===== src/lcdcd_pkg.sv =====
// Constants and types of the segment display command decoder.
// Assumes nothing of its surroundings; the sequencer, top, checker and bench files import it whole.
package lcdcd_pkg;

	// Drive modes as coded in the low bits of the mode-set command
	localparam logic [1:0] LCDCD_MODE_STATIC = 2'h1;
	localparam logic [1:0] LCDCD_MODE_MUX2   = 2'h2;
	localparam logic [1:0] LCDCD_MODE_MUX3   = 2'h3;
	localparam logic [1:0] LCDCD_MODE_MUX4   = 2'h0;

	// Command byte field positions
	localparam int LCDCD_CONT_BIT   = 7;
	localparam int LCDCD_LP_BIT     = 4;
	localparam int LCDCD_EN_BIT     = 3;
	localparam int LCDCD_BIAS_BIT   = 2;
	localparam int LCDCD_IBANK_BIT  = 1;
	localparam int LCDCD_OBANK_BIT  = 0;
	localparam int LCDCD_BSTYLE_BIT = 2;

	// Opcode patterns
	localparam logic [1:0] LCDCD_OP_MODE   = 2'h2;
	localparam logic [1:0] LCDCD_OP_PTR    = 2'h0;
	localparam logic [3:0] LCDCD_OP_DEV    = 4'hc;
	localparam logic [4:0] LCDCD_OP_BANK   = 5'h1e;
	localparam logic [3:0] LCDCD_OP_BLINK  = 4'he;

	// Slave address upper six bits (011111x)
	localparam logic [5:0] LCDCD_SLAVE_HI  = 6'h1f;

	// Reset values of the status settings
	localparam logic [1:0] LCDCD_RST_MODE  = 2'h0;
	localparam logic [4:0] LCDCD_RST_PTR   = 5'h00;
	localparam logic [2:0] LCDCD_RST_SUB   = 3'h0;
	localparam logic [1:0] LCDCD_RST_BLINK = 2'h0;

	// Display RAM size and blink divider ratios at the display clock
	localparam int LCDCD_RAM_WORDS  = 24;
	localparam int LCDCD_BLINK_NORM = 92160;
	localparam int LCDCD_BLINK_LP   = 15360;

	// Receiver phase per transfer
	typedef enum logic [1:0] {
		LCDCD_ST_IDLE,
		LCDCD_ST_CMD,
		LCDCD_ST_DATA,
		LCDCD_ST_IGNORE
	} lcdcd_state_t;

endpackage


===== src/lcdcd_byte_if.sv =====
// Byte stream carrier between the FIFO and the decoder.
// Assumes one clock shared by both ends.
`timescale 1ns/10ps
interface lcdcd_byte_if #(parameter int W = 10);
	logic         valid;
	logic         ready;
	logic [W-1:0] data;
	modport src (output valid, output data, input ready);
	modport dst (input valid, input data, output ready);
endinterface


===== src/lcdcd_fifo.sv =====
// Synchronous FIFO with valid and ready on both sides.
// Assumes one clock, synchronous active-high reset and a clock enable.
`timescale 1ns/10ps
module lcdcd_fifo #(
	parameter int W = 10,
	parameter int D = 32
) (
	// Clock and control
	input  wire logic         clk,
	input  wire logic         rst,
	input  wire logic         ce,
	// Fill side
	input  wire logic         in_valid,
	output      logic         in_ready,
	input  wire logic [W-1:0] in_data,
	// Drain side
	lcdcd_byte_if.src         out
);
	localparam int AW = $clog2(D);

	logic [W-1:0] mem [D];
	logic [AW-1:0] wr_q;
	logic [AW-1:0] rd_q;
	logic [AW:0]   cnt_q;
	wire push = in_valid && in_ready;
	wire pop  = out.valid && out.ready;

	// Status and output words
	assign in_ready  = (cnt_q != (AW+1)'(D));
	assign out.valid = (cnt_q != '0);
	assign out.data  = mem[rd_q];

	// Pointer and count update
	always_ff @(posedge clk) begin
		if (rst) begin
			wr_q  <= '0;
			rd_q  <= '0;
			cnt_q <= '0;
		end else if (ce) begin
			if (push) begin
				mem[wr_q] <= in_data;
				wr_q      <= (wr_q == AW'(D-1)) ? '0 : wr_q + 1'b1;
			end
			if (pop)
				rd_q <= (rd_q == AW'(D-1)) ? '0 : rd_q + 1'b1;
			cnt_q <= cnt_q + (AW+1)'(push) - (AW+1)'(pop);
		end
	end
endmodule


===== src/lcdcd_sync.sv =====
// Backplane phase sequencer with open-drain cascade sync line.
// Assumes the sync line input already sits in the clock domain.
`timescale 1ns/10ps
module lcdcd_sync #(
	parameter int PHASE_CYCLES = 4
) (
	// Clock and control
	input  wire logic       clk,
	input  wire logic       rst,
	input  wire logic       ce,
	input  wire logic [1:0] drive_mode,
	// Sync line
	input  wire logic       sync_in,
	output      logic       sync_oe,
	// Phase out
	output      logic [1:0] phase
);
	import lcdcd_pkg::*;

	localparam int CW = $clog2(PHASE_CYCLES + 1);
	logic [CW-1:0] cyc_q;
	logic [1:0]    ph_q;
	logic          sync_prev_q;
	logic [1:0]    last_ph;

	// Last phase per drive mode
	assign last_ph = (drive_mode == LCDCD_MODE_STATIC) ? 2'h0 :
	                 (drive_mode == LCDCD_MODE_MUX2)   ? 2'h1 :
	                 (drive_mode == LCDCD_MODE_MUX3)   ? 2'h2 : 2'h3;
	wire at_last   = (ph_q == last_ph);
	wire sync_fall = sync_prev_q && !sync_in;
	assign sync_oe = at_last && (cyc_q == '0); // RULE16 RULE18
	assign phase   = ph_q;

	// Phase counter; all devices leave reset at phase 0, cycle 0
	always_ff @(posedge clk) begin
		if (rst) begin
			cyc_q       <= '0; // RULE19
			ph_q        <= 2'h0;
			sync_prev_q <= 1'b1;
		end else if (ce) begin
			sync_prev_q <= sync_in;
			if (sync_fall && !sync_oe) begin
				ph_q  <= last_ph; // RULE17
				cyc_q <= CW'(1);
			end else if (cyc_q == CW'(PHASE_CYCLES - 1)) begin
				cyc_q <= '0;
				ph_q  <= at_last ? 2'h0 : ph_q + 1'b1;
			end else begin
				cyc_q <= cyc_q + 1'b1;
			end
		end
	end
endmodule


===== src/lcdcd_top.sv =====
// Command decoder and display controller of a segment display driver.
// Assumes bus framing is done outside: bytes arrive with start/stop flags,
// and the slave address byte is the first byte after each start.
//
// Notes on behaviour
// RULE1 - Top bit of each command byte set means the next byte is a command.
// RULE2 - Top bit clear marks the final command; later bytes are display data.
// RULE3 - Mode set: bits 6..5 = 10; low two bits choose the drive mode.
// RULE4 - Mode set bit 2: zero gives one-third bias, one gives half bias.
// RULE5 - Mode set bit 3: zero blanks the display, one enables it.
// RULE6 - Mode set bit 4: zero normal power, one power saving.
// RULE7 - Load pointer: bits 6..5 = 00; five low bits go to RAM pointer.
// RULE8 - Device select: bits 6..3 = 1100; three low bits load subaddress counter.
// RULE9 - Bank select bit 1 picks the input bank for stored data.
// RULE10 - Bank select bit 0 picks the output bank shown on display.
// RULE11 - Bank select is ignored in three-way and four-way multiplex.
// RULE12 - Blink: bits 6..3 = 1110; two low bits set the blink rate.
// RULE13 - Blink bit 2: whole-display blink or bank alternation, not in mux3/mux4.
// RULE14 - Controller holds settings, applies commands and writes data to RAM.
// RULE15 - Up to sixteen drivers: three-bit subaddress plus address select pin.
// RULE16 - Pull sync at start of last backplane phase; monitor it otherwise.
// RULE17 - On lost alignment, realign to the first sync assertion seen.
// RULE18 - Sync is driven only low through an open-drain output.
// RULE19 - Drivers leave reset already aligned, with no sync needed.
// RULE20 - In data phase only the matching subaddress acknowledges and stores.
// RULE21 - Respond to slave address 011111x with x equal to address-select pin.
// RULE22 - Pointer and subaddress counter advance as display bytes are stored.
`timescale 1ns/10ps
module lcdcd_top #(
	parameter int FIFO_DEPTH   = 32,
	parameter int PHASE_CYCLES = 4,
	parameter int BLINK_DIV    = lcdcd_pkg::LCDCD_BLINK_NORM,
	parameter int BLINK_DIV_LP = lcdcd_pkg::LCDCD_BLINK_LP
) (
	// Clock, reset, enable
	input  wire logic        CLK_SYS,
	input  wire logic        RST,
	input  wire logic        CE,
	// Received byte stream from the bus framer
	input  wire logic        BYTE_VALID,
	output      logic        BYTE_READY,
	input  wire logic [7:0]  BYTE_DATA,
	input  wire logic        BYTE_FIRST,
	input  wire logic        BYTE_STOP,
	// Acknowledge decision per consumed byte
	output      logic        ACK_VALID,
	output      logic        ACK_ASSERT,
	// Straps
	input  wire logic        SLAVE_ADDR_LOW_PIN,
	input  wire logic        HW_SUBADDR_BIT0,
	input  wire logic        HW_SUBADDR_BIT1,
	input  wire logic        HW_SUBADDR_BIT2,
	// Status settings
	output      logic        DRIVE_MODE_HI,
	output      logic        DRIVE_MODE_LO,
	output      logic        BIAS_HALF,
	output      logic        DISPLAY_ENABLE,
	output      logic        LOW_POWER_SELECT,
	output      logic        BLINK_RATE_HI,
	output      logic        BLINK_RATE_LO,
	output      logic        BLINK_ALTERNATE,
	output      logic        INPUT_BANK,
	output      logic        OUTPUT_BANK,
	output      logic [4:0]  RAM_POINTER_VALUE,
	output      logic [2:0]  SUBADDR_COUNTER,
	// Display output
	output      logic        DISPLAY_VISIBLE,
	output      logic [1:0]  BACKPLANE_OUTPUT,
	output      logic [3:0]  SEGMENT_NIBBLE,
	input  wire logic [4:0]  SCAN_ADDR,
	// Cascade sync, open drain
	input  wire logic        SYNC_IN,
	output      logic        SYNC_OUT,
	output      logic        SYNC_OE
);
	import lcdcd_pkg::*;

	// ****************************************************************
	// Byte buffering
	// ****************************************************************
	// Stop and first flags travel beside each byte
	lcdcd_byte_if #(.W(10)) bq ();

	lcdcd_fifo #(.W(10), .D(FIFO_DEPTH)) u_fifo (
		.clk      (CLK_SYS),
		.rst      (RST),
		.ce       (CE),
		.in_valid (BYTE_VALID),
		.in_ready (BYTE_READY),
		.in_data  ({BYTE_STOP, BYTE_FIRST, BYTE_DATA}),
		.out      (bq.src)
	);

	// ****************************************************************
	// Decoding helpers
	// ****************************************************************
	// Three- and four-way modes have no spare bank
	function automatic logic is_mux34(input logic [1:0] m);
		return (m == LCDCD_MODE_MUX3) || (m == LCDCD_MODE_MUX4);
	endfunction

	// Pointer step with wrap after the last word
	function automatic logic [4:0] ptr_next(input logic [4:0] p);
		return (p == 5'(LCDCD_RAM_WORDS - 1)) ? 5'h00 : p + 5'h01;
	endfunction

	// Bits written per drive mode and input bank
	function automatic logic [3:0] bank_mask(input logic [1:0] m, input logic bank);
		if (is_mux34(m))
			return 4'hf;
		else if (m == LCDCD_MODE_STATIC)
			return bank ? 4'h4 : 4'h1;
		else
			return bank ? 4'hc : 4'h3;
	endfunction

	// ****************************************************************
	// State
	// ****************************************************************
	// Phase, settings, acknowledge, display RAM and blink
	lcdcd_state_t st_q;
	lcdcd_state_t st_d;
	logic [1:0]   mode_q;
	logic         bias_q;
	logic         en_q;
	logic         lp_q;
	logic [1:0]   brate_q;
	logic         balt_q;
	logic         ibank_q;
	logic         obank_q;
	logic [4:0]   ptr_q;
	logic [2:0]   sub_q;
	logic         ack_v_q;
	logic         ack_a_q;
	logic [3:0]   ram [LCDCD_RAM_WORDS];
	logic [3:0]   seg_q;
	logic [18:0]  blink_cnt_q;
	logic         blink_ph_q;

	// ****************************************************************
	// Byte classification
	// ****************************************************************
	// Fields and opcode matches of the head byte
	wire       take    = bq.valid && CE;
	wire [7:0] b       = bq.data[7:0];
	wire       b_first = bq.data[8];
	wire       b_stop  = bq.data[9];
	wire [2:0] hw_sub  = {HW_SUBADDR_BIT2, HW_SUBADDR_BIT1, HW_SUBADDR_BIT0};
	wire       addr_ok = (b[7:2] == LCDCD_SLAVE_HI) && (b[1] == SLAVE_ADDR_LOW_PIN); // RULE21
	wire       is_cmd  = (st_q == LCDCD_ST_CMD);
	wire       is_data = (st_q == LCDCD_ST_DATA);
	wire       op_mode = is_cmd && (b[6:5] == LCDCD_OP_MODE);  // RULE3
	wire       op_ptr  = is_cmd && (b[6:5] == LCDCD_OP_PTR);   // RULE7
	wire       op_dev  = is_cmd && (b[6:3] == LCDCD_OP_DEV);   // RULE8
	wire       op_bank = is_cmd && (b[6:2] == LCDCD_OP_BANK) && !is_mux34(mode_q); // RULE11
	wire       op_blnk = is_cmd && (b[6:3] == LCDCD_OP_BLINK); // RULE12
	wire       mine    = (sub_q == hw_sub); // RULE15 RULE20
	wire       store   = take && is_data && mine;
	assign bq.ready = CE;

	// ****************************************************************
	// Transfer phase sequencing
	// ****************************************************************
	// Next phase for each byte taken
	always_comb begin
		st_d = st_q;
		if (take) begin
			if (b_first)
				st_d = addr_ok ? LCDCD_ST_CMD : LCDCD_ST_IGNORE;
			else
				unique case (st_q)
					LCDCD_ST_IDLE:   st_d = LCDCD_ST_IDLE;
					LCDCD_ST_CMD:    st_d = b[LCDCD_CONT_BIT] ? LCDCD_ST_CMD
					                                          : LCDCD_ST_DATA; // RULE1 RULE2
					LCDCD_ST_DATA:   st_d = LCDCD_ST_DATA; // RULE2
					LCDCD_ST_IGNORE: st_d = LCDCD_ST_IGNORE;
				endcase
			if (b_stop)
				st_d = LCDCD_ST_IDLE;
		end
	end

	// Phase register
	always_ff @(posedge CLK_SYS) begin
		if (RST)
			st_q <= LCDCD_ST_IDLE;
		else if (CE)
			st_q <= st_d;
	end

	// ****************************************************************
	// Acknowledge decision
	// ****************************************************************
	// One decision per byte taken
	always_ff @(posedge CLK_SYS) begin
		if (RST) begin
			ack_v_q <= 1'b0;
			ack_a_q <= 1'b0;
		end else if (CE) begin
			ack_v_q <= take;
			ack_a_q <= take && ((b_first && addr_ok) || is_cmd || (is_data && mine)); // RULE20
		end
	end

	// ****************************************************************
	// Status settings
	// ****************************************************************
	// Command fields into the status settings
	always_ff @(posedge CLK_SYS) begin
		if (RST) begin
			mode_q  <= LCDCD_RST_MODE;
			bias_q  <= 1'b0;
			en_q    <= 1'b0;
			lp_q    <= 1'b0;
			brate_q <= LCDCD_RST_BLINK;
			balt_q  <= 1'b0;
			ibank_q <= 1'b0;
			obank_q <= 1'b0;
		end else if (take && !b_first) begin // RULE14
			if (op_mode) begin
				mode_q <= b[1:0];              // RULE3
				bias_q <= b[LCDCD_BIAS_BIT];   // RULE4
				en_q   <= b[LCDCD_EN_BIT];     // RULE5
				lp_q   <= b[LCDCD_LP_BIT];     // RULE6
			end
			if (op_bank) begin
				ibank_q <= b[LCDCD_IBANK_BIT]; // RULE9
				obank_q <= b[LCDCD_OBANK_BIT]; // RULE10
			end
			if (op_blnk) begin
				brate_q <= b[1:0];             // RULE12
				balt_q  <= b[LCDCD_BSTYLE_BIT]; // RULE13
			end
		end
	end

	// ****************************************************************
	// Pointer and subaddress counter
	// ****************************************************************
	// Last word reached, next byte goes to the next driver
	wire ptr_wrap = (ptr_q == 5'(LCDCD_RAM_WORDS - 1));

	// Loaded by command; pointer stepped by every data byte, subaddress counter at pointer wrap
	always_ff @(posedge CLK_SYS) begin
		if (RST) begin
			ptr_q <= LCDCD_RST_PTR;
			sub_q <= LCDCD_RST_SUB;
		end else if (take && !b_first) begin
			if (op_ptr)
				ptr_q <= b[4:0]; // RULE7
			if (op_dev)
				sub_q <= b[2:0]; // RULE8
			if (is_data) begin
				ptr_q <= ptr_next(ptr_q); // RULE22
				if (ptr_wrap)
					sub_q <= sub_q + 3'h1; // RULE22
			end
		end
	end

	// ****************************************************************
	// Display RAM
	// ****************************************************************
	// Input bank mask and shift, merged with the old word
	wire       bank_mux = !is_mux34(mode_q);
	wire [3:0] wr_mask  = bank_mask(mode_q, ibank_q); // RULE9
	wire [3:0] wr_shift = (ibank_q && bank_mux) ? {b[1:0], 2'h0} : b[3:0];
	wire [3:0] wr_word  = (ram[ptr_q] & ~wr_mask) | (wr_shift & wr_mask);

	// Output bank, swapped on the blink phase when alternating
	wire       alt_now  = balt_q && bank_mux && blink_ph_q; // RULE13
	wire       out_bank = obank_q ^ alt_now;                // RULE10
	wire [3:0] rd_word  = ram[SCAN_ADDR < 5'(LCDCD_RAM_WORDS) ? SCAN_ADDR : 5'h00];
	wire [3:0] rd_shown = (bank_mux && out_bank) ? {2'h0, rd_word[3:2]} : rd_word;

	// Store one data byte; register the scanned word
	always_ff @(posedge CLK_SYS) begin
		if (CE) begin
			if (store)
				ram[ptr_q] <= wr_word; // RULE14
			seg_q <= rd_shown;
		end
	end

	// ****************************************************************
	// Blink timebase
	// ****************************************************************
	// Half period per rate; the slowest rate needs all 19 bits
	wire [18:0] div_base = lp_q ? 19'(BLINK_DIV_LP) : 19'(BLINK_DIV);
	wire [18:0] div_full = div_base << (brate_q - 2'h1);
	wire        blink_tc = (blink_cnt_q >= div_full - 19'h1);

	// Blink counter and phase
	always_ff @(posedge CLK_SYS) begin
		if (RST) begin
			blink_cnt_q <= '0;
			blink_ph_q  <= 1'b0;
		end else if (CE) begin
			if (brate_q == 2'h0 || blink_tc) begin
				blink_cnt_q <= '0;
				blink_ph_q  <= (brate_q == 2'h0) ? 1'b0 : !blink_ph_q;
			end else begin
				blink_cnt_q <= blink_cnt_q + 19'h1;
			end
		end
	end

	// ****************************************************************
	// Backplane sequencing
	// ****************************************************************
	// Phase sequencer follows the current drive mode
	lcdcd_sync #(.PHASE_CYCLES(PHASE_CYCLES)) u_sync (
		.clk        (CLK_SYS),
		.rst        (RST),
		.ce         (CE),
		.drive_mode (mode_q),
		.sync_in    (SYNC_IN),
		.sync_oe    (SYNC_OE),
		.phase      (BACKPLANE_OUTPUT)
	);

	// ****************************************************************
	// Outputs
	// ****************************************************************
	// Register levels straight to the pins, except SYNC_OUT tied low and DISPLAY_VISIBLE gated by blink
	assign SYNC_OUT          = 1'b0; // RULE18
	assign ACK_VALID         = ack_v_q;
	assign ACK_ASSERT        = ack_a_q;
	assign DRIVE_MODE_HI     = mode_q[1];
	assign DRIVE_MODE_LO     = mode_q[0];
	assign BIAS_HALF         = bias_q;
	assign DISPLAY_ENABLE    = en_q;
	assign LOW_POWER_SELECT  = lp_q;
	assign BLINK_RATE_HI     = brate_q[1];
	assign BLINK_RATE_LO     = brate_q[0];
	assign BLINK_ALTERNATE   = balt_q;
	assign INPUT_BANK        = ibank_q;
	assign OUTPUT_BANK       = obank_q;
	assign RAM_POINTER_VALUE = ptr_q;
	assign SUBADDR_COUNTER   = sub_q;
	assign SEGMENT_NIBBLE    = seg_q;
	assign DISPLAY_VISIBLE   = en_q && !(blink_ph_q && !balt_q); // RULE5 RULE13
endmodule


===== config.mk =====
export PLATFORM = sky130hd
export DESIGN_NAME = lcdcd_top
export DESIGN_NICKNAME = d
export VERILOG_FILES = /design/src/lcdcd_pkg.sv /design/src/lcdcd_byte_if.sv /design/src/lcdcd_fifo.sv /design/src/lcdcd_sync.sv /design/src/lcdcd_top.sv
export SDC_FILE = /design/constraint.sdc
export NUM_CORES = 1
export LEC_CHECK = 0
export BUFFER_PORTS_ARGS = -buffer_cell sky130_fd_sc_hd__buf_2
export CELL_PAD_IN_SITES_DETAIL_PLACEMENT = 0
export CELL_PAD_IN_SITES_GLOBAL_PLACEMENT = 1
export CORE_MARGIN = 2
export CORE_UTILIZATION = 50
export CTS_BUF_LIST = sky130_fd_sc_hd__clkbuf_4 sky130_fd_sc_hd__clkbuf_8
export DETAILED_ROUTE_END_ITERATION = 10
export PLACE_DENSITY = 0.81
export SYNTH_ARGS = -nofsm -noshare
export SYNTH_HDL_FRONTEND = slang
export SYNTH_HIERARCHICAL = 1
export SYNTH_SLANG_ARGS = --single-unit

===== constraint.sdc =====
create_clock -name CLK_SYS -period 4.4 [get_ports CLK_SYS]
set_input_delay 0.44 -clock CLK_SYS [delete_from_list [all_inputs] [get_ports CLK_SYS]]
set_output_delay 0.44 -clock CLK_SYS [all_outputs]
set_load 0.05 [all_outputs]

; ---- Word-level counts from Yosys, hierarchy flattened
; Memories as Yosys holds them, arrays and structs flattened. A register that Yosys moved wholly into a read port is not among the register bits.
; Cells that the tools add are included.
[word_totals]
inputBits = 24
mem_count = 2
output_inout_bits = 30
word_cells = 156
reg_bits = 68
ram_bits = 416
[classes]
mux = 42
n_eq_ne = 19
shifts = 1
bitwise_logic = 5
n_lt_le_gt_ge = 2
addsub = 11
n_reduce_logical = 51
[memory_table]
columns = memory, words, width, rd, rd_ports_with_merged_regs, wr, line_no
row1 = u_fifo.mem, 32, 10, 1, 1, 1, lcdcd_fifo.sv:21  ; logic [W-1:0] mem [D];
row2 = ram, 24, 4, 2, 1, 1, lcdcd_top.sv:135  ; logic [3:0] ram [LCDCD_RAM_WORDS];
[ops]
columns = op, count
row1 = 5-bit 2-to-1 mux, 10
row2 = 1-bit logical AND, 24
row3 = 5-bit equality test (second input constant), 4
row4 = 2-bit 2-to-1 mux, 10
row5 = 19-bit by 1-bit adder with 19-bit output (second input constant), 1
row6 = 19-bit >= comparator, 1
row7 = 19-bit 2-to-1 mux, 1
row8 = 17-bit by 2-bit left shift with 19-bit output, 1
row9 = 19-bit by 1-bit subtractor with 19-bit output (second input constant), 1
row10 = 3-bit 2-to-1 mux, 6
row11 = 17-bit 2-to-1 mux, 1
row12 = 4-bit 2-to-1 mux, 4
row13 = 2-bit AND reduction, 8
row14 = 5-bit by 1-bit adder with 5-bit output (second input constant), 3
row15 = 2-bit equality test (second input constant), 5
row16 = 1-bit 2-to-1 mux, 9
row17 = 4-bit bitwise AND, 2
row18 = 4-bit equality test (second input constant), 2
row19 = 2-bit zero test, 4
row20 = 2-bit one-hot mux with 4 select lines, 1
row21 = 1-bit zero test, 7
row22 = 3-bit by 1-bit adder with 3-bit output (second input constant), 2
row23 = 6-bit by 1-bit adder with 6-bit output, 1
row24 = 6-bit by 5-bit equality test with 1-bit output (second input constant), 1
row25 = other kinds (17), 22

; ---- Logic depth before layout (Yosys ltp)
; Gate-level depths: netlist of run 1.
[depth]
depth_word = 10
ltp_mapped = 15
mapped_depth_nobuf = 13

; ---- Hierarchy
; Netlist of run 1, hierarchy kept.
[by_module_without_submodules]
columns = mod, cells_each, seq_area_each_um2, n_inst, area_each_um2
row1 = lcdcd_fifo, 741, 10029.6, 1, 13601.8
row2 = lcdcd_top, 648, 3943.8, 1, 7648.6
row3 = lcdcd_sync, 45, 120.1, 1, 434.2

; ---- Worst setup path before layout of run 1
; No wires, ideal clock.
[synth_path]
path_type = register -> register
start = reg brate_q[0]
end = reg blink_cnt_q[0]
slack_ps = 926
path_buffers = 1
setup_ps = 64
required_ps = 4336
synth_period_minus_slack_ps = 3474
stages_incl_launch_ff = 15
arrival_time_ps = 3410
cell_sequence = dfxtp_1 inv_1 ha_1 nand3_1 ha_1 a31oi_1 o21ai_0 ha_1 a211oi_1 o21ai_0 a2111oi_0 a21boi_2 o21bai_4 buf_2 nor2_1
[synth_between]
elab_chain_len = 6
elab_cells_between_ends = 7
classes_between = add/sub: 2 / order compare: 1 / shift: 1 / mux: 1 / reduce/logical: 2
[synth_lines]
columns = item, line_no
row1 = from (decl), lcdcd_top.sv:127  ; logic [1:0] brate_q;
row2 = from (signal assigned), lcdcd_top.sv:231  ; brate_q <= b[1:0];
row3 = 2-bit by 1-bit subtractor with 2-bit output, lcdcd_top.sv:290  ; wire [18:0] div_full = div_base << (brate_q - 2'h1);
row4 = 17-bit by 2-bit left shift with 19-bit output, lcdcd_top.sv:290
row5 = 19-bit by 1-bit subtractor with 19-bit output, lcdcd_top.sv:291  ; wire blink_tc = (blink_cnt_q >= div_full - 19'h1);
row6 = 19-bit >= comparator, lcdcd_top.sv:291
row7 = 1-bit logical OR (*), lcdcd_top.sv:299  ; if (brate_q == 2'h0 || blink_tc) begin
row8 = 19-bit 2-to-1 mux (*), lcdcd_top.sv:299
row9 = to (signal assigned), lcdcd_top.sv:303  ; blink_cnt_q <= blink_cnt_q + 19'h1;
row10 = to (decl), lcdcd_top.sv:137  ; logic [18:0] blink_cnt_q;
; Every way passes the cells marked *; elsewhere a longest branch is shown, timed or not.
; A chain may end at the register's enable or synchronous reset.

==> metrics.md, run 1 <==
| Metric | Value |
|---|---|
| Final #Nets | `1599` |
| Std-Cell Rows | `76` |
| Max capacitance violation total | `0` |
| Post CTS Setup Buffer Count | `0` |
| Setup TNS | `0 ns` |
| Starting DRT DRC Count | `1104` |
| PortBufs | `52` |
| ANT nets after route | `0` |
| GRT overflow | `0` |
| Detailed Place HPWL | `32.49 mm` |
| Maximum number of pins on one net before global-route repair | `52` |
| Primary FF master, synth | `edfxtp_1` |
| Post-synth top area cell | `edfxtp_1` |
| Synth Area per Inst | `15.12 sq um` |
| Vias per std cell | `5.941` |
| Final Cell Area | `24200 sq um` |
| Placer congestion estimate | `0.8769` |
| Final Non-Filler Cells | `around 2200` |
| Area of the die | `45050 sq um` |
| Vias in the first global route | `approximately 13000` |
| Yosys warns | `6` |
| Starting Density | `50.45%` |
| Clk sinks | `494` |
| DRC viols | `0` |
| Length of routed met2 wiring | `24.27 mm` |
| Post-synth EDFFs | `420` |
| Mapped Area | `21680 sq um` |
| Final Setup Violations | `0` |
| Max Fclk | `254.4 MHz` |
| Top sig layer | `met4` |
| Routed vias | `12990` |
| PwrDens | `420.3 nW/um^2` |
| Antenna diode count | `0` |
| Final Hold Viols | `0` |
| WL met3 | `3.476 mm` |
| Min Hold Slack | `0.3017 ns` |
| Clock transition at path regs | `0.06 ns` |
| Synth Instances | `about 1400` |
| Main area contributors after synthesis | `edfxtp_1, dfxtp_1, mux2i_1, mux4_2, mux4_1` |
| Kind of critical path | `register to register` |
| Initial antenna violation count | `0` |
| Worst Path Required | `approximately 5 ns` |
| Max-Slew Margin vs Limit | `32.09%` |
| Outcome | `completed` |
| Hold Path Class | `primary input to register` |
| CTS tree | `done` |
| Min Tclk post-route | `3.931 ns` |
| Seq/Total Area, Yosys | `64.99%` |
| CP Data Arrival Time | `4.42 ns` |
| Clk_lat worst skew | `0.66 ns` |
| DP Area | `approximately 23000 sq um` |
| RSZ-0062 raised after global routing | `false` |
| CTS H-Tree Depth | `3` |
| Drt pass-1 iters | `7` |
| VDD IR max | `0.0002670 V` |
| Routed wire length | `50.00 mm` |
| Share of layout cells above drive strength 1 | `between 10% and 20%` |
| Placed Cells | `slightly above 2000` |
| Fin crit share | `89.33%` |
| Worst Clk Skew | `0.04691 ns` |
| DRT met1 WL | `21.11 mm` |
| Ports | `54` |
| Max Slew Vio Count | `0` |
| Wire per inst | `22.86 microns` |
| Chip width | `212.3 microns` |
| Area growth, synth to finish | `11.58%` |
| Clk root buf | `clkbuf_8` |
| Number of synthesized register bits | `494` |
| GRT Overall Usage | `22.60%` |
| DIE HEIGHT | `212.3 microns` |
| Startpoint class of the critical path | `register` |
| Post-Syn Nets | `1497` |
| CP Max Fanout | `28` |
| Crit. End Element | `register` |
| Post-synth top area share | `58.16%` |
| Worst Hold Path Cells | `3` |
| TritonCTS buffer count | `82` |
| Leakage | `just under 8 nW` |
| Slew @ Worst Pin | `about 1.0 ns` |
| First-pass GRT wire length | `76.03 mm` |
| Clock buffer depth | `3` |
| Core region area | `42980 sq um` |
| Netlist cell types | `95` |
| Ys async rst share | `0%` |
| Reg2reg path depth | `11` |
## sequential cells by signal, summed over array words and instances (netlist names), 2 cells and up, named ones only
register,cells
brate_q,2
blink_cnt_q,19
st_q,2
u_fifo/rd_q,5
SUBADDR_COUNTER,3
u_sync/cyc_q,3
SEGMENT_NIBBLE,4
mode_q,2
ram,96
RAM_POINTER_VALUE,5
u_fifo/wr_q,5
u_sync/phase,2
u_fifo/mem,320
u_fifo/cnt_q,6
## worst max-delay path, cell delays in order, from the launching register on
cell and delay, ns:
dfxtp_2 0.90, nor2b_1 0.83, buf_4 0.29, a22oi_1 0.08, nand3_1 0.15, nand3_1 0.30
nor2_1 0.18, a21oi_1 0.09, nor3_2 0.48, o21ai_0 0.20, a22oi_1 0.18, nor2_1 0.08
## routing by layer
metal	track usage (%)	vias up
li1	-	5854
met1	30.26	6567
met2	36.95	502
met3	4.372	71
met4	8.392	0
met5	0	-
## kinds of logic (layout without fill, tap and decap cells)
kind of cell | Yosys count | after routing | synth area share (%)
AOI/OAI and AO/OA | 214 | 214 | 7.172
xor gates and xnor gates | 29 | 29 | 1.206
adders and majority gates | 39 | 39 | 2.285
buffers and inverters | 103 | 271 | 2.406
DFF | 494 | 494 | 64.99
muxes | 187 | 187 | 13.48
other | 1 | 1 | 0.01729
and+or+nand+nor | 367 | 367 | 8.442
## Yosys cell counts (all sizes together), types with 3 or more instances
master and n:
a2111oi 3, a211o 4, a211oi 12, a21boi 7, a21o 3, a21oi 38
a221oi 11, a22o 12, a22oi 46, a31oi 7, and2 7, and3 5
buf 46, clkbuf 26, dfxtp 74, edfxtp 420, ha 38, inv 30
mux2 4, mux2i 109, mux4 74, nand2 56, nand2b 8, nand3 58
nand3b 4, nand4 7, nand4b 3, nor2 134, nor2b 23, nor3 24
nor3b 4, o211ai 5, o21a 3, o21ai 31, o21bai 4, o221ai 4
o22ai 5, o2bb2ai 3, or3 9, or3b 4, or4 6, xnor2 12
xor2 17
## what timing repair did
action	CTS	global route
endpoints found under the hold margin	1	0
gates resized for setup	0	0
endpoints found under the setup margin	0	0
hold buffers	1	0
## power breakdown
group          internal (mW)  leakage [nW]  switching [mW]
Sequential              5.19          4.38          0.0691
Combinational          0.339          2.67           0.620
Clock                   2.14         0.856            1.82
## cells in the final DEF, fill, tap and decap left out, types with 23 or more instances in the layout
cell type and n:
nand2_1 55, clkbuf_8 90, a22oi_1 46, o21ai_0 28, dfxtp_1 72, nand3_1 57, inv_1 30, a21oi_1 38
ha_1 38, nor2b_1 23, buf_4 36, edfxtp_1 420, mux4_2 42, buf_2 52, mux4_1 32, mux2i_1 109
nor2_1 132
## layout make-up
| cell class | count | area [sq um] |
|---|---|---|
| clock buffer | 112 | 1404 |
| clock inverter | 38 | 215.2 |
| fill | 3458 | 18790 |
| inverter | 31 | 116.4 |
| multi-input combinational | 837 | 7069 |
| sequential | 494 | 14100 |
| tap | 585 | 732.0 |
| timing repair buffer | 90 | 560.5 |
## metrics by stage
| stage | power, mW | util (%) | setup WS [ns] |
|---|---|---|---|
| after CTS | 10.27 | 56.29 | 0.5140 |
| after global placement | 6.283 | 52.50 | 0.5702 |
| after detailed placement | 6.310 | 52.50 | 0.5499 |
| after floorplan | 6.000 | - | 0.9260 |
| after global routing | 10.57 | 56.29 | 0.1217 |
| final | 10.17 | 56.29 | 0.4695 |
## path summary, 6_finish.rpt
kind	from	end	slack, ns
worst max register to register	register	register	0.47
worst min register to register	ACK_VALID$_SDFFE_PP0P_	ACK_VALID$_SDFFE_PP0P_	0.47
worst max-delay path	register	register	0.47
worst min-delay path	CE	ACK_VALID$_SDFFE_PP0P_	0.30
No activity file was read; power rests on OpenSTA's default activity.
==> inputs of run 2 (changes only) <==
--- a/config.mk
+++ b/config.mk
@@ -6,11 +6,10 @@
 export NUM_CORES = 1
 export LEC_CHECK = 0
 export BUFFER_PORTS_ARGS = -buffer_cell sky130_fd_sc_hd__buf_2
-export CELL_PAD_IN_SITES_DETAIL_PLACEMENT = 0
+export CELL_PAD_IN_SITES_DETAIL_PLACEMENT = 1
 export CELL_PAD_IN_SITES_GLOBAL_PLACEMENT = 1
 export CORE_MARGIN = 2
 export CORE_UTILIZATION = 50
-export CTS_BUF_LIST = sky130_fd_sc_hd__clkbuf_4 sky130_fd_sc_hd__clkbuf_8
 export DETAILED_ROUTE_END_ITERATION = 10
 export PLACE_DENSITY = 0.81
 export SYNTH_ARGS = -nofsm -noshare
==> run 2 against run 1 <==
Utilization is 0.26 points higher. Final area increased by 0.47%. Largest power group unchanged. Highest routed layer unchanged. Routed wire length is 17% higher. Critical path type unchanged.
==> metrics.md, run 2 (synthesized netlist as in run 1, its figures left out) <==
| Metric | Value |
|---|---|
| Pint | `8.220 mW` |
| Final Hold Viols | `0` |
| Switching Share | `24.03%` |
| Total power | `10.82 mW` |
| Kind of critical path | `register to register` |
| CP Buf/Inv Count | `0` |
| Most common cell type on the critical path | `nor2_1` |
| Max capacitance violation total | `0` |
| First-pass GRT wire length | `88.11 mm` |
| Vias per std cell | `6.231` |
| Post CTS Setup Buffer Count | `0` |
| Hold Path Class | `primary input to register` |
| Final Util | `56.56%` |
| Area of the die | `45050 sq um` |
| CP max-delay cell | `dfxtp_4` |
| Worst Clk Skew | `around 0.018 ns` |
| Wire per inst | `27.39 microns` |
| Filler cells | `4088` |
| DIE HEIGHT | `212.3 microns` |
| ANT nets after route | `0` |
| Crit. End Element | `register` |
| Detailed Place HPWL | `37.33 mm` |
| Clk sinks | `494` |
| CTS tree | `done` |
| Outcome | `completed` |
| Slew @ Worst Pin | `1.183 ns` |
| Min Tclk post-route | `3.900 ns` |
| PwrDens | `around 450 nW/um^2` |
| Routed wire length | `58.28 mm` |
| Clk_lat worst skew | `about 0.60 ns` |
| Initial antenna violation count | `0` |
| CP Data Arrival Time | `4.35 ns` |
| Clock transition at path regs | `approximately 0.060 ns` |
| Startpoint class of the critical path | `register` |
| Std-Cell Rows | `76` |
| Starting DRT DRC Count | `around 1200` |
| Chip width | `212.3 microns` |
| Starting Density | `50.45%` |
| Final Setup Violations | `0` |
| VDD IR max | `0.0003696 V` |
| Most frequent cells in the layout | `edfxtp_1, nor2_1, mux2i_1` |
| Hold Buf Count CTS | `0` |
| Final #Nets | `around 1600` |
| Ports | `54` |
| Biggest register | `u_fifo/mem` |
| Routed vias | `13260` |
| Clock buffer depth | `3` |
| Clk root buf | `clkbuf_16` |
| Min Hold Slack | `about 0.095 ns` |
| Max Slew Vio Count | `0` |
| Placer congestion estimate | `0.8769` |
| Setup TNS | `0 ns` |
| Worst Path Required | `4.85 ns` |
| Vias in the first global route | `14170` |
| Delay-heaviest family, CP | `simple AND/OR/NAND/NOR gates` |
| CP Max Fanout | `28` |
| Core region area | `42980 sq um` |
| Critical path cell sequence | `mux4_1 > a22o_1 > a221oi_1 > nand3_1 > nor2_1 > a21oi_1 > nor3_2 > o21ai_0 > a22oi_1 > nor2_1` |
| Max reg flops | `between 300 and 400` |
| Drt pass-1 iters | `5` |
| CTS H-Tree Depth | `2` |
| Fin crit share | `slightly below 90%` |
| Maximum number of pins on one net before global-route repair | `52` |
| Area growth, synth to finish | `12.11%` |
| Antenna diode count | `0` |
| GRT Overall Usage | `26.37%` |
| Share of layout cells above drive strength 1 | `15.55%` |
| Max Fclk | `256.4 MHz` |
| PortBufs | `52` |
| Gate power share | `under 10%` |
| Sequential cell fraction of total power | `slightly below 50%` |
| Leakage | `7.890 nW` |
| Max-Slew Margin vs Limit | `a little over a fifth` |
| Top Registers | `u_fifo/mem (320), ram (96), blink_cnt_q (19)` |
| Reg-to-reg setup timing slack | `0.50 ns` |
| Crit path largest cell delay | `0.70 ns` |
| GRT overflow | `0` |
| Cts repair resizes | `0` |
| TritonCTS buffer count | `50` |
| Switching pwr | `2.600 mW` |
| Leading cell type in the layout, fill and taps excluded | `edfxtp_1` |
| RSZ-0062 raised after global routing | `false` |
| Clk pwr share | `42.1%` |
| DRC viols | `0` |
run 2: power by group through the flow:
stage          Combinational [mW]  Clock (mW)  Sequential, mW
2_1_floorplan               0.640           0            5.36
3_3_place_gp                0.935           0            5.35
3_5_place_dp                0.983           0            5.36
4_1_cts                      1.01        4.61            5.26
5_1_grt                      1.09        4.75            5.26
6_report                     1.01        4.56            5.26
run 2: worst reg2reg max path, stage by stage (launching register included):
cell      delay [ns]
dfxtp_4         0.70
mux4_1          0.67
a22o_1          0.21
a221oi_1        0.44
nand3_1         0.43
nor2_1          0.25
a21oi_1         0.10
nor3_2          0.50
o21ai_0         0.20
a22oi_1         0.19
nor2_1          0.07
run 2: final cells by class:
class / instances / area, sq um / share of cell area (%)
multi-input combinational: 837 / 7069 / 29.08
inverter: 31 / 116.4 / 0.4787
tap: 585 / 732.0 / 3.011
clock inverter: 35 / 452.9 / 1.863
clock buffer: 57 / 1287 / 5.296
sequential: 494 / 14100 / 58.01
timing repair buffer: 89 / 550.5 / 2.265
run 2: final timing paths:
path,depth (start not counted),end,start
worst min-delay path,2,u_sync/sync_prev_q$_SDFFE_PP1P_,SYNC_IN
worst max-delay path,10,register,register
worst min register to register,2,blink_cnt_q[1]$_SDFFE_PP0P_,blink_cnt_q[1]$_SDFFE_PP0P_
worst max register to register,10,register,register
run 2: per-stage QoR:
stage / area (sq um) / instances / setup WS (ns)
after floorplan: 21680 / 1434 / 0.9260
after CTS: 24310 / 2128 / 0.3056
after detailed placement: 22570 / 2036 / 0.4390
after global routing: 24310 / 2128 / 0.2628
after global placement: 22570 / 2036 / 0.5702
final: 24310 / 2128 / 0.5000
run 2: metal layers:
layer	share of wire (%)	vias to the layer above	GRT usage, %
met4	3.3	0	9.549
met3	5.4	117	4.239
met5	0	-	0
li1	-	5768	-
met1	41	6904	33.64
met2	51	470	45.71
